### src/hw/mxe_pkg.sv
// package: constants, operation codes and carriers for the execution core
package mxe_pkg;
  // ************************************************************
  // timing
  // ************************************************************
  localparam int unsigned CLK_PER_CYCLE = 4;
  localparam logic [1:0] PHASE_LAST = 2'h3;
  localparam logic [1:0] PHASE_RESET = 2'h0;
  localparam logic [7:0] ACC_RESET = 8'h00;
  localparam logic [10:0] PC_RESET = 11'h000;
  localparam int unsigned PC_W = 11;
  localparam int unsigned STACK_DEPTH = 8;

  // ************************************************************
  // operations
  // ************************************************************
  typedef enum logic [4:0] {
    MXE_OP_NOP = 5'h00,
    MXE_OP_LD_ACC_MEM = 5'h01,
    MXE_OP_ST_ACC_MEM = 5'h02,
    MXE_OP_LD_ACC_IMM = 5'h03,
    MXE_OP_ADD = 5'h04,
    MXE_OP_SUB = 5'h05,
    MXE_OP_AND = 5'h06,
    MXE_OP_OR = 5'h07,
    MXE_OP_XOR = 5'h08,
    MXE_OP_INVERT = 5'h09,
    MXE_OP_INC = 5'h0a,
    MXE_OP_DECR = 5'h0b,
    MXE_OP_ROR = 5'h0c,
    MXE_OP_ROL = 5'h0d,
    MXE_OP_RORC = 5'h0e,
    MXE_OP_ROLC = 5'h0f,
    MXE_OP_BSET = 5'h10,
    MXE_OP_BCLR = 5'h11,
    MXE_OP_SKZ = 5'h12,
    MXE_OP_SKBZ = 5'h13,
    MXE_OP_SKBNZ = 5'h14,
    MXE_OP_JUMP = 5'h15,
    MXE_OP_CALL = 5'h16,
    MXE_OP_RETURN = 5'h17,
    MXE_OP_INT_RETURN = 5'h18,
    MXE_OP_TABRD = 5'h19,
    MXE_OP_HALT = 5'h1a,
    MXE_OP_WDTCLR = 5'h1b
  } mxe_op_e;

  // instruction word layout: op, to-memory flag, immediate flag, bit index, operand
  typedef struct packed {
    mxe_op_e op;
    logic to_mem;
    logic with_imm;
    logic [2:0] bit_idx;
    logic [10:0] operand;
  } mxe_instr_s;

  localparam int unsigned INSTR_W = $bits(mxe_instr_s);

  typedef struct packed {
    logic we;
    logic [7:0] addr;
    logic [7:0] wdata;
  } mxe_dmem_s;
endpackage : mxe_pkg

### src/hw/mxe_core.sv
// module: instruction sequencing, timing and execution for the core
// ************************************************************
// ************************************************************
module mxe_core
  import mxe_pkg::*;
#(
  parameter int unsigned DEPTH = STACK_DEPTH
) (
  input wire logic sys_clk,
  input wire logic rstn,
  output logic [PC_W-1:0] pmem_addr,
  input wire logic [INSTR_W-1:0] pmem_rdata,
  output logic [7:0] dmem_addr,
  input wire logic [7:0] dmem_rdata,
  output logic dmem_we,
  output logic [7:0] dmem_wdata,
  output logic [7:0] tbl_high,
  output logic [7:0] acc,
  output logic carry_flag,
  output logic zero_flag,
  output logic global_interrupt_enable,
  output logic power_down,
  output logic wdt_clear,
  output logic cycle_end
);

  // ************************************************************
  // phase counter and fetch/flush state
  // ************************************************************
  typedef enum logic [1:0] {
    MXE_EXEC = 2'b00,
    MXE_FLUSH = 2'b01,
    MXE_TABLE = 2'b10
  } mxe_state_e;

  logic [1:0] phase_q;
  mxe_state_e state_q;
  logic [PC_W-1:0] pc_q;
  logic [PC_W-1:0] tbl_addr_q, fa_q;
  logic [7:0] acc_q;
  logic c_q, z_q, gie_q, pd_q, wdt_q, end_q, we_q;
  logic [7:0] daddr_q, wdata_q, tblh_q;
  logic [PC_W-1:0] stack_q [DEPTH];
  logic [$clog2(DEPTH)-1:0] sp_q;
  mxe_instr_s ins;
  logic [7:0] mval;
  logic [8:0] sum;
  logic [7:0] res;
  logic res_wr, res_mem, skip, pc_low_wr, flow;

  logic last;

  assign ins = mxe_instr_s'(pmem_rdata);
  assign mval = ins.with_imm ? ins.operand[7:0] : dmem_rdata;
  assign last = (phase_q == PHASE_LAST);

  // four clocks per instruction cycle
  always_ff @(posedge sys_clk) begin
    if (!rstn) begin
      phase_q <= PHASE_RESET;
    end else begin
      phase_q <= phase_q + 2'h1;
    end
  end

  // ************************************************************
  // execute datapath
  // ************************************************************
  always_comb begin
    sum = 9'h000;
    res = acc_q;
    res_wr = 1'b0;
    skip = 1'b0;
    unique case (ins.op)
      MXE_OP_LD_ACC_MEM, MXE_OP_LD_ACC_IMM: begin
        res = mval;
        res_wr = 1'b1;
      end
      MXE_OP_ST_ACC_MEM: begin
        res = acc_q;
        res_wr = 1'b1;
      end
      MXE_OP_ADD: begin
        sum = {1'b0, acc_q} + {1'b0, mval};
        res = sum[7:0];
        res_wr = 1'b1;
      end
      MXE_OP_SUB: begin
        sum = {1'b0, acc_q} - {1'b0, mval};
        res = sum[7:0];
        res_wr = 1'b1;
      end
      MXE_OP_AND: begin
        res = acc_q & mval;
        res_wr = 1'b1;
      end
      MXE_OP_OR: begin
        res = acc_q | mval;
        res_wr = 1'b1;
      end
      MXE_OP_XOR: begin
        res = acc_q ^ mval;
        res_wr = 1'b1;
      end
      MXE_OP_INVERT: begin
        res = ~mval;
        res_wr = 1'b1;
      end
      MXE_OP_INC: begin
        res = mval + 8'h01;
        res_wr = 1'b1;
      end
      MXE_OP_DECR: begin
        res = mval - 8'h01;
        res_wr = 1'b1;
      end
      MXE_OP_ROR: begin
        res = {mval[0], mval[7:1]};
        res_wr = 1'b1;
      end
      MXE_OP_ROL: begin
        res = {mval[6:0], mval[7]};
        res_wr = 1'b1;
      end
      MXE_OP_RORC: begin
        res = {c_q, mval[7:1]};
        res_wr = 1'b1;
      end
      MXE_OP_ROLC: begin
        res = {mval[6:0], c_q};
        res_wr = 1'b1;
      end
      MXE_OP_BSET: begin
        res = mval | (8'h01 << ins.bit_idx);
        res_wr = 1'b1;
      end
      MXE_OP_BCLR: begin
        res = mval & ~(8'h01 << ins.bit_idx);
        res_wr = 1'b1;
      end
      MXE_OP_SKZ: skip = (dmem_rdata == 8'h00);
      MXE_OP_SKBZ: skip = !dmem_rdata[ins.bit_idx];
      MXE_OP_SKBNZ: skip = dmem_rdata[ins.bit_idx];
      default: begin
        res = acc_q;
      end
    endcase
  end

  // bit ops and store always target memory; the rest honour to_mem
  assign res_mem = res_wr && (ins.to_mem || ins.op == MXE_OP_ST_ACC_MEM ||
                   ins.op == MXE_OP_BSET || ins.op == MXE_OP_BCLR);
  assign pc_low_wr = res_mem && (ins.operand[7:0] == 8'h00);
  assign flow = (ins.op == MXE_OP_JUMP) || (ins.op == MXE_OP_CALL) ||
                (ins.op == MXE_OP_RETURN) || (ins.op == MXE_OP_INT_RETURN) ||
                skip || pc_low_wr;

  // ************************************************************
  // sequencing: program counter, stack, state
  // ************************************************************
  always_ff @(posedge sys_clk) begin
    if (!rstn) begin
      pc_q <= PC_RESET;
      sp_q <= '0;
      state_q <= MXE_EXEC;
      tbl_addr_q <= PC_RESET;
      gie_q <= 1'b0;
    end else if (last && !pd_q) begin
      unique case (state_q)
        MXE_EXEC: begin
          state_q <= flow ? MXE_FLUSH : MXE_EXEC;
          pc_q <= pc_q + 11'h001;
          if (ins.op == MXE_OP_TABRD) begin
            tbl_addr_q <= {3'h0, acc_q};
            state_q <= MXE_TABLE;
          end
          if (ins.op == MXE_OP_JUMP) begin
            pc_q <= ins.operand;
          end
          if (ins.op == MXE_OP_CALL) begin
            stack_q[sp_q] <= pc_q + 11'h001;
            sp_q <= sp_q + 1'b1;
            pc_q <= ins.operand;
          end
          if (ins.op == MXE_OP_RETURN || ins.op == MXE_OP_INT_RETURN) begin
            pc_q <= stack_q[sp_q - 1'b1];
            sp_q <= sp_q - 1'b1;
          end
          if (ins.op == MXE_OP_INT_RETURN) begin
            gie_q <= 1'b1;
          end
          if (skip) begin
            pc_q <= pc_q + 11'h002;
          end
          if (pc_low_wr) begin
            pc_q <= {pc_q[PC_W-1:8], res};
          end
        end
        MXE_FLUSH, MXE_TABLE: state_q <= MXE_EXEC;
        default: state_q <= MXE_EXEC;
      endcase
    end
  end

  // ************************************************************
  // accumulator and flags
  // ************************************************************
  always_ff @(posedge sys_clk) begin
    if (!rstn) begin
      acc_q <= ACC_RESET;
      c_q <= 1'b0;
      z_q <= 1'b0;
    end else if (last && state_q == MXE_EXEC && !pd_q) begin
      if (res_wr && !res_mem) begin
        acc_q <= res;
      end
      if (ins.op == MXE_OP_ADD) begin
        c_q <= sum[8];
      end
      if (ins.op == MXE_OP_SUB) begin
        c_q <= !sum[8];
      end
      if (ins.op == MXE_OP_RORC) begin
        c_q <= mval[0];
      end
      if (ins.op == MXE_OP_ROLC) begin
        c_q <= mval[7];
      end
      if (ins.op inside {MXE_OP_AND, MXE_OP_OR, MXE_OP_XOR, MXE_OP_INVERT,
          MXE_OP_ADD, MXE_OP_SUB, MXE_OP_INC, MXE_OP_DECR}) begin
        z_q <= (res == 8'h00);
      end
    end
  end

  // ************************************************************
  // memory ports, table, power-down and watchdog
  // ************************************************************
  always_ff @(posedge sys_clk) begin
    if (!rstn) begin
      we_q <= 1'b0;
      daddr_q <= 8'h00;
      wdata_q <= 8'h00;
      tblh_q <= 8'h00;
      pd_q <= 1'b0;
      wdt_q <= 1'b0;
      end_q <= 1'b0;
      fa_q <= PC_RESET;
    end else begin
      fa_q <= (state_q == MXE_TABLE) ? tbl_addr_q : pc_q;
      daddr_q <= (state_q == MXE_TABLE) ? daddr_q :
                 ins.operand[7:0];
      end_q <= (phase_q == 2'h2);
      we_q <= (phase_q == 2'h2) && state_q == MXE_EXEC && res_mem &&
              !pd_q;
      wdata_q <= res;
      wdt_q <= (phase_q == 2'h2) && state_q == MXE_EXEC &&
               ins.op == MXE_OP_WDTCLR;
      if (last && state_q == MXE_EXEC && ins.op == MXE_OP_HALT) begin
        pd_q <= 1'b1;
      end
      if (last && state_q == MXE_TABLE) begin
        tblh_q <= pmem_rdata[15:8];
        we_q <= 1'b1;
        wdata_q <= pmem_rdata[7:0];
      end
    end
  end

  // registered fetch address: stale in phase 0, used from phase 1
  assign pmem_addr = fa_q;
  assign dmem_addr = daddr_q;
  assign dmem_we = we_q;
  assign dmem_wdata = wdata_q;
  assign tbl_high = tblh_q;
  assign acc = acc_q;
  assign carry_flag = c_q;
  assign zero_flag = z_q;
  assign global_interrupt_enable = gie_q;
  assign power_down = pd_q;
  assign wdt_clear = wdt_q;
  assign cycle_end = end_q;
endmodule // mxe_core

### config.mk
export PLATFORM = sky130hd
export DESIGN_NAME = mxe_core
export DESIGN_NICKNAME = d
export VERILOG_FILES = /design/src/hw/mxe_pkg.sv /design/src/hw/mxe_core.sv
export SDC_FILE = /design/constraint.sdc
export NUM_CORES = 1
export LEC_CHECK = 0
export BUFFER_PORTS_ARGS = -buffer_cell sky130_fd_sc_hd__buf_2
export CAP_MARGIN = 20
export CORE_ASPECT_RATIO = 0.5
export CORE_UTILIZATION = 55
export CTS_CLUSTER_SIZE = 30
export DETAILED_ROUTE_END_ITERATION = 6
export GPL_TIMING_DRIVEN = 0
export PLACE_DENSITY_LB_ADDON = 0.1
export SLEW_MARGIN = 20
export SYNTH_ARGS = -nofsm -noshare
export SYNTH_HDL_FRONTEND = slang
export SYNTH_SLANG_ARGS = --single-unit
### constraint.sdc
create_clock -name sys_clk -period 5.1 [get_ports sys_clk]
set_input_delay 1.53 -clock sys_clk [delete_from_list [all_inputs] [get_ports sys_clk]]
set_output_delay 1.53 -clock sys_clk [all_outputs]
set_load 0.02 [all_outputs]
==> results.json <==
{
  "outcome": "completed",
  "rr_worst_depth": 11,
  "max_cap_viol_count": 0,
  "initial_core_util": 0.567,
  "hold_path.class": "reg -> reg",
  "async_reset_ff_frac": 0,
  "slew_viol_final": 0,
  "power_switching_share": 0.284,
  "rows": 33,
  "drive_above_1_share": 0.198,
  "synth_seq_cells": 164,
  "crit_path_end": "zero_flag",
  "fin_skew_ns": 0.0116,
  "total_power_mw": 3.05,
  "crit_path_start": "pmem_rdata[14]",
  "synth-xor-area-share": 0.0206,
  "post-route-min-period_ns": 4.78,
  "yosysWarnings": 0,
  "irDropWorstVdd_uv": 275,
  "p_sw_mw": 0.864,
  "fin_hold_ws_ns": 0.450,
  "groute.usage.overall": 0.337,
  "cts_resized": 0,
  "antenna_found_initial": 0,
  "clk_latency_ns": 0.43,
  "die-width_um": 187,
  "hpwl_mm": 21.0,
  "path_clk_slew_ns": 0.07,
  "dieArea_um2": 17600,
  "dp.cells": 1232,
  "synth_edf_count": 88,
  "powerDensity_nw_per_um2": 285,
  "synth_cell_types": 89,
  "synth_top_area_frac": 0.282,
  "synth_cells": 926,
  "synthSimpleGateAreaFrac": 0.173,
  "die_h_um": 94.3,
  "numCtsBuffers": 17,
  "critPathCaptureType": "flip-flop",
  "ff2ff_setup_slack_ns": 1.28,
  "relSlewSlack": 0.280,
  "tightest_slew_ns": 1.08,
  "yosys.area_share.adder": 0.0417,
  "cts_tree": "built",
  "grt_max_degree": 19,
  "nets": 1085,
  "grt_pass1_wl_mm": 44.3,
  "netlist_area_um2": 9370,
  "post-route-period-util": 0.938,
  "cts_hold_buf": 0,
  "p_int_mw": 2.18,
  "rsz0062_at_grt": "false",
  "grt_pass1_vias": 7641,
  "coreArea_um2": 16500,
  "place.gp.congestion": 1.02,
  "comb_power_share": 0.125,
  "cp.arrival_ns": 5.13,
  "io-pin-count": 81,
  "clkPwrFrac": 0.412,
  "synth_top_family_by_area": "simple AND/OR/NAND/NOR gates",
  "instances_no_fill": 1264,
  "gr-total-overflow": 0,
  "via_per_inst": 6.45,
  "setup_viol": 0,
  "routed_wl_mm": 29.0,
  "p_seq_frac": 0.464,
  "synth_nets": 987,
  "timing.rr.start": "sp_q[0]",
  "first_pass_iters": 7,
  "muxShareOfSynthArea": 0.114,
  "ys_seq_area_frac": 0.444,
  "num_vias": 8155,
  "synth_area_leaders": "edfxtp_1 (28%), dfxtp_1 (16%), mux4_2 (5.8%)",
  "n_antenna_cell": 0,
  "fill_cells": 1361,
  "max_clock_freq_ghz": 0.209,
  "multi_input_area_um2": 4830,
  "hold_viol_final": 0,
  "cts-root-buf": "clkbuf_16",
  "crit_path_max_fanout": 10,
  "wl_per_cell_um": 22.9,
  "clock-sinks": 164,
  "postCtsSetupBuffers": 0,
  "drc_errors": 0,
  "synth_compound_area_frac": 0.163,
  "crit_required_ns": 5.44,
  "area_delta_synth_final_pct": 13.9,
  "critical_path_class": "in -> reg",
  "syn_area_per_cell_um2": 10.1,
  "antenna_left": 0,
  "seq_area_um2": 4160,
  "hold_depth": 1,
  "worst_r2r_endpoint": "pc_q[1]",
  "htreeDepth": 4,
  "clockBufferDepth": 2,
  "synth_ff_type": "edfxtp_1",
  "port_buffers": 77,
  "power_leakage_nw": 3.96,
  "synth_top_area_cell": "edfxtp_1",
  "drt_iter0_drc": 984,
  "critPathLaunchType": "input pin"
}
==> critical path, cell delays in order <==
cell and delay, ns:
buf_2 0.11, buf_6 0.18, mux2i_1 0.58, ha_1 0.34, clkbuf_1 0.21, o311ai_0 0.41
o311ai_0 0.27, mux2i_1 0.17, a2111oi_1 0.87, a21oi_1 0.20, o31ai_2 0.24
==> layout by cell type (no fill, tap or decap), types with 7 or more instances in the layout <==
cell type / count
nand2_1: 108
buf_2: 92
edfxtp_1: 88
dfxtp_1: 76
nor2_1: 63
a21oi_1: 60
mux2i_1: 38
clkbuf_1: 37
o21ai_0: 36
nand3_1: 29
ha_1: 28
mux4_2: 24
inv_1: 23
nor3_1: 21
nand2b_1: 18
clkbuf_16: 17
xnor2_1: 14
o211ai_1: 14
a211oi_1: 13
nor2b_1: 11
a31oi_1: 9
and2_1: 8
xor2_1: 8
or3_1: 8
and3_1: 7
nor2_2: 7
nor3b_1: 7
==> worst min path at each step <==
stage	start	endpoint	slack, ns
floorplan	phase_q[0]	phase_q[0]	0.42
global placement	phase_q[0]	phase_q[0]	0.43
detailed placement	phase_q[0]	phase_q[0]	0.44
CTS	phase_q[0]	phase_q[0]	0.45
global route	phase_q[0]	phase_q[0]	0.46
finish	phase_q[0]	phase_q[0]	0.45
==> area by class of cell <==
cell class / instances / area share
inverter: 29 / 0.0110
timing repair buffer: 79 / 0.0375
sequential: 164 / 0.390
clock buffer: 17 / 0.0399
buffer: 62 / 0.0267
multi-input combinational: 671 / 0.453
clock inverter: 15 / 0.0150
tap: 227 / 0.0266
==> power by group through the flow <==
stage	Sequential, mW	Clock, mW	Combinational (mW)
3_5_place_dp	1.44	0	0.368
6_report	1.41	1.25	0.380
4_1_cts	1.41	1.26	0.370
2_1_floorplan	1.45	0	0.229
3_3_place_gp	1.44	0	0.364
5_1_grt	1.41	1.32	0.406
==> routing by layer <==
metal,global-route usage,vias up,routed length [um]
met1,0.457,3962,12200
li1,-,3679,-
met2,0.535,420,13000
met5,0,-,0
met4,0.154,0,1240
met3,0.0564,94,2550
==> metrics by stage <==
stage | util | setup WS (ns) | TNS, ns | cell area, um^2
3_5_place_dp | 0.611 | 0.0775 | 0 | 10100
3_3_place_gp | 0.608 | -0.219 | -4.53 | 10000
5_1_grt | 0.646 | 0.196 | 0 | 10700
6_report | 0.646 | 0.317 | 0 | 10700
4_1_cts | 0.646 | 0.512 | 0 | 10700
2_1_floorplan | - | 0.812 | 0 | 9370
==> Yosys cell counts (8+ instances only) <==
cell      instances
a211oi_1         13
a21oi_1          60
a31oi_1           9
and2_1            8
buf_2            15
clkbuf_1         37
dfxtp_1          76
edfxtp_1         88
ha_1             28
inv_1            23
mux2i_1          38
mux4_2           24
nand2_1         108
nand2b_1         18
nand3_1          29
nor2_1           69
nor2b_1          11
nor3_1           24
o211ai_1         14
o21ai_0          36
or3_1             8
xnor2_1          14
xor2_1            8
==> registers in the layout, summed over array words and instances, names as in the netlist <==
register,cells
acc,8
carry_flag,1
cycle_end,1
dmem_addr,8
dmem_wdata,8
dmem_we,1
global_interrupt_enable,1
pc_q,11
phase_q,2
pmem_addr,11
power_down,1
sp_q,3
stack_q,88
state_q,2
tbl_addr_q,8
tbl_high,8
wdt_clear,1
zero_flag,1
==> cells by family after synthesis <==
| kind of cell | after synthesis |
|---|---|
| compound gates | 221 |
| xor+xnor | 22 |
| fa+ha+maj | 30 |
| mux | 72 |
| simple gates | 326 |
| flops | 164 |
| buf+inv | 91 |
(Power assumes the default switching activity.)
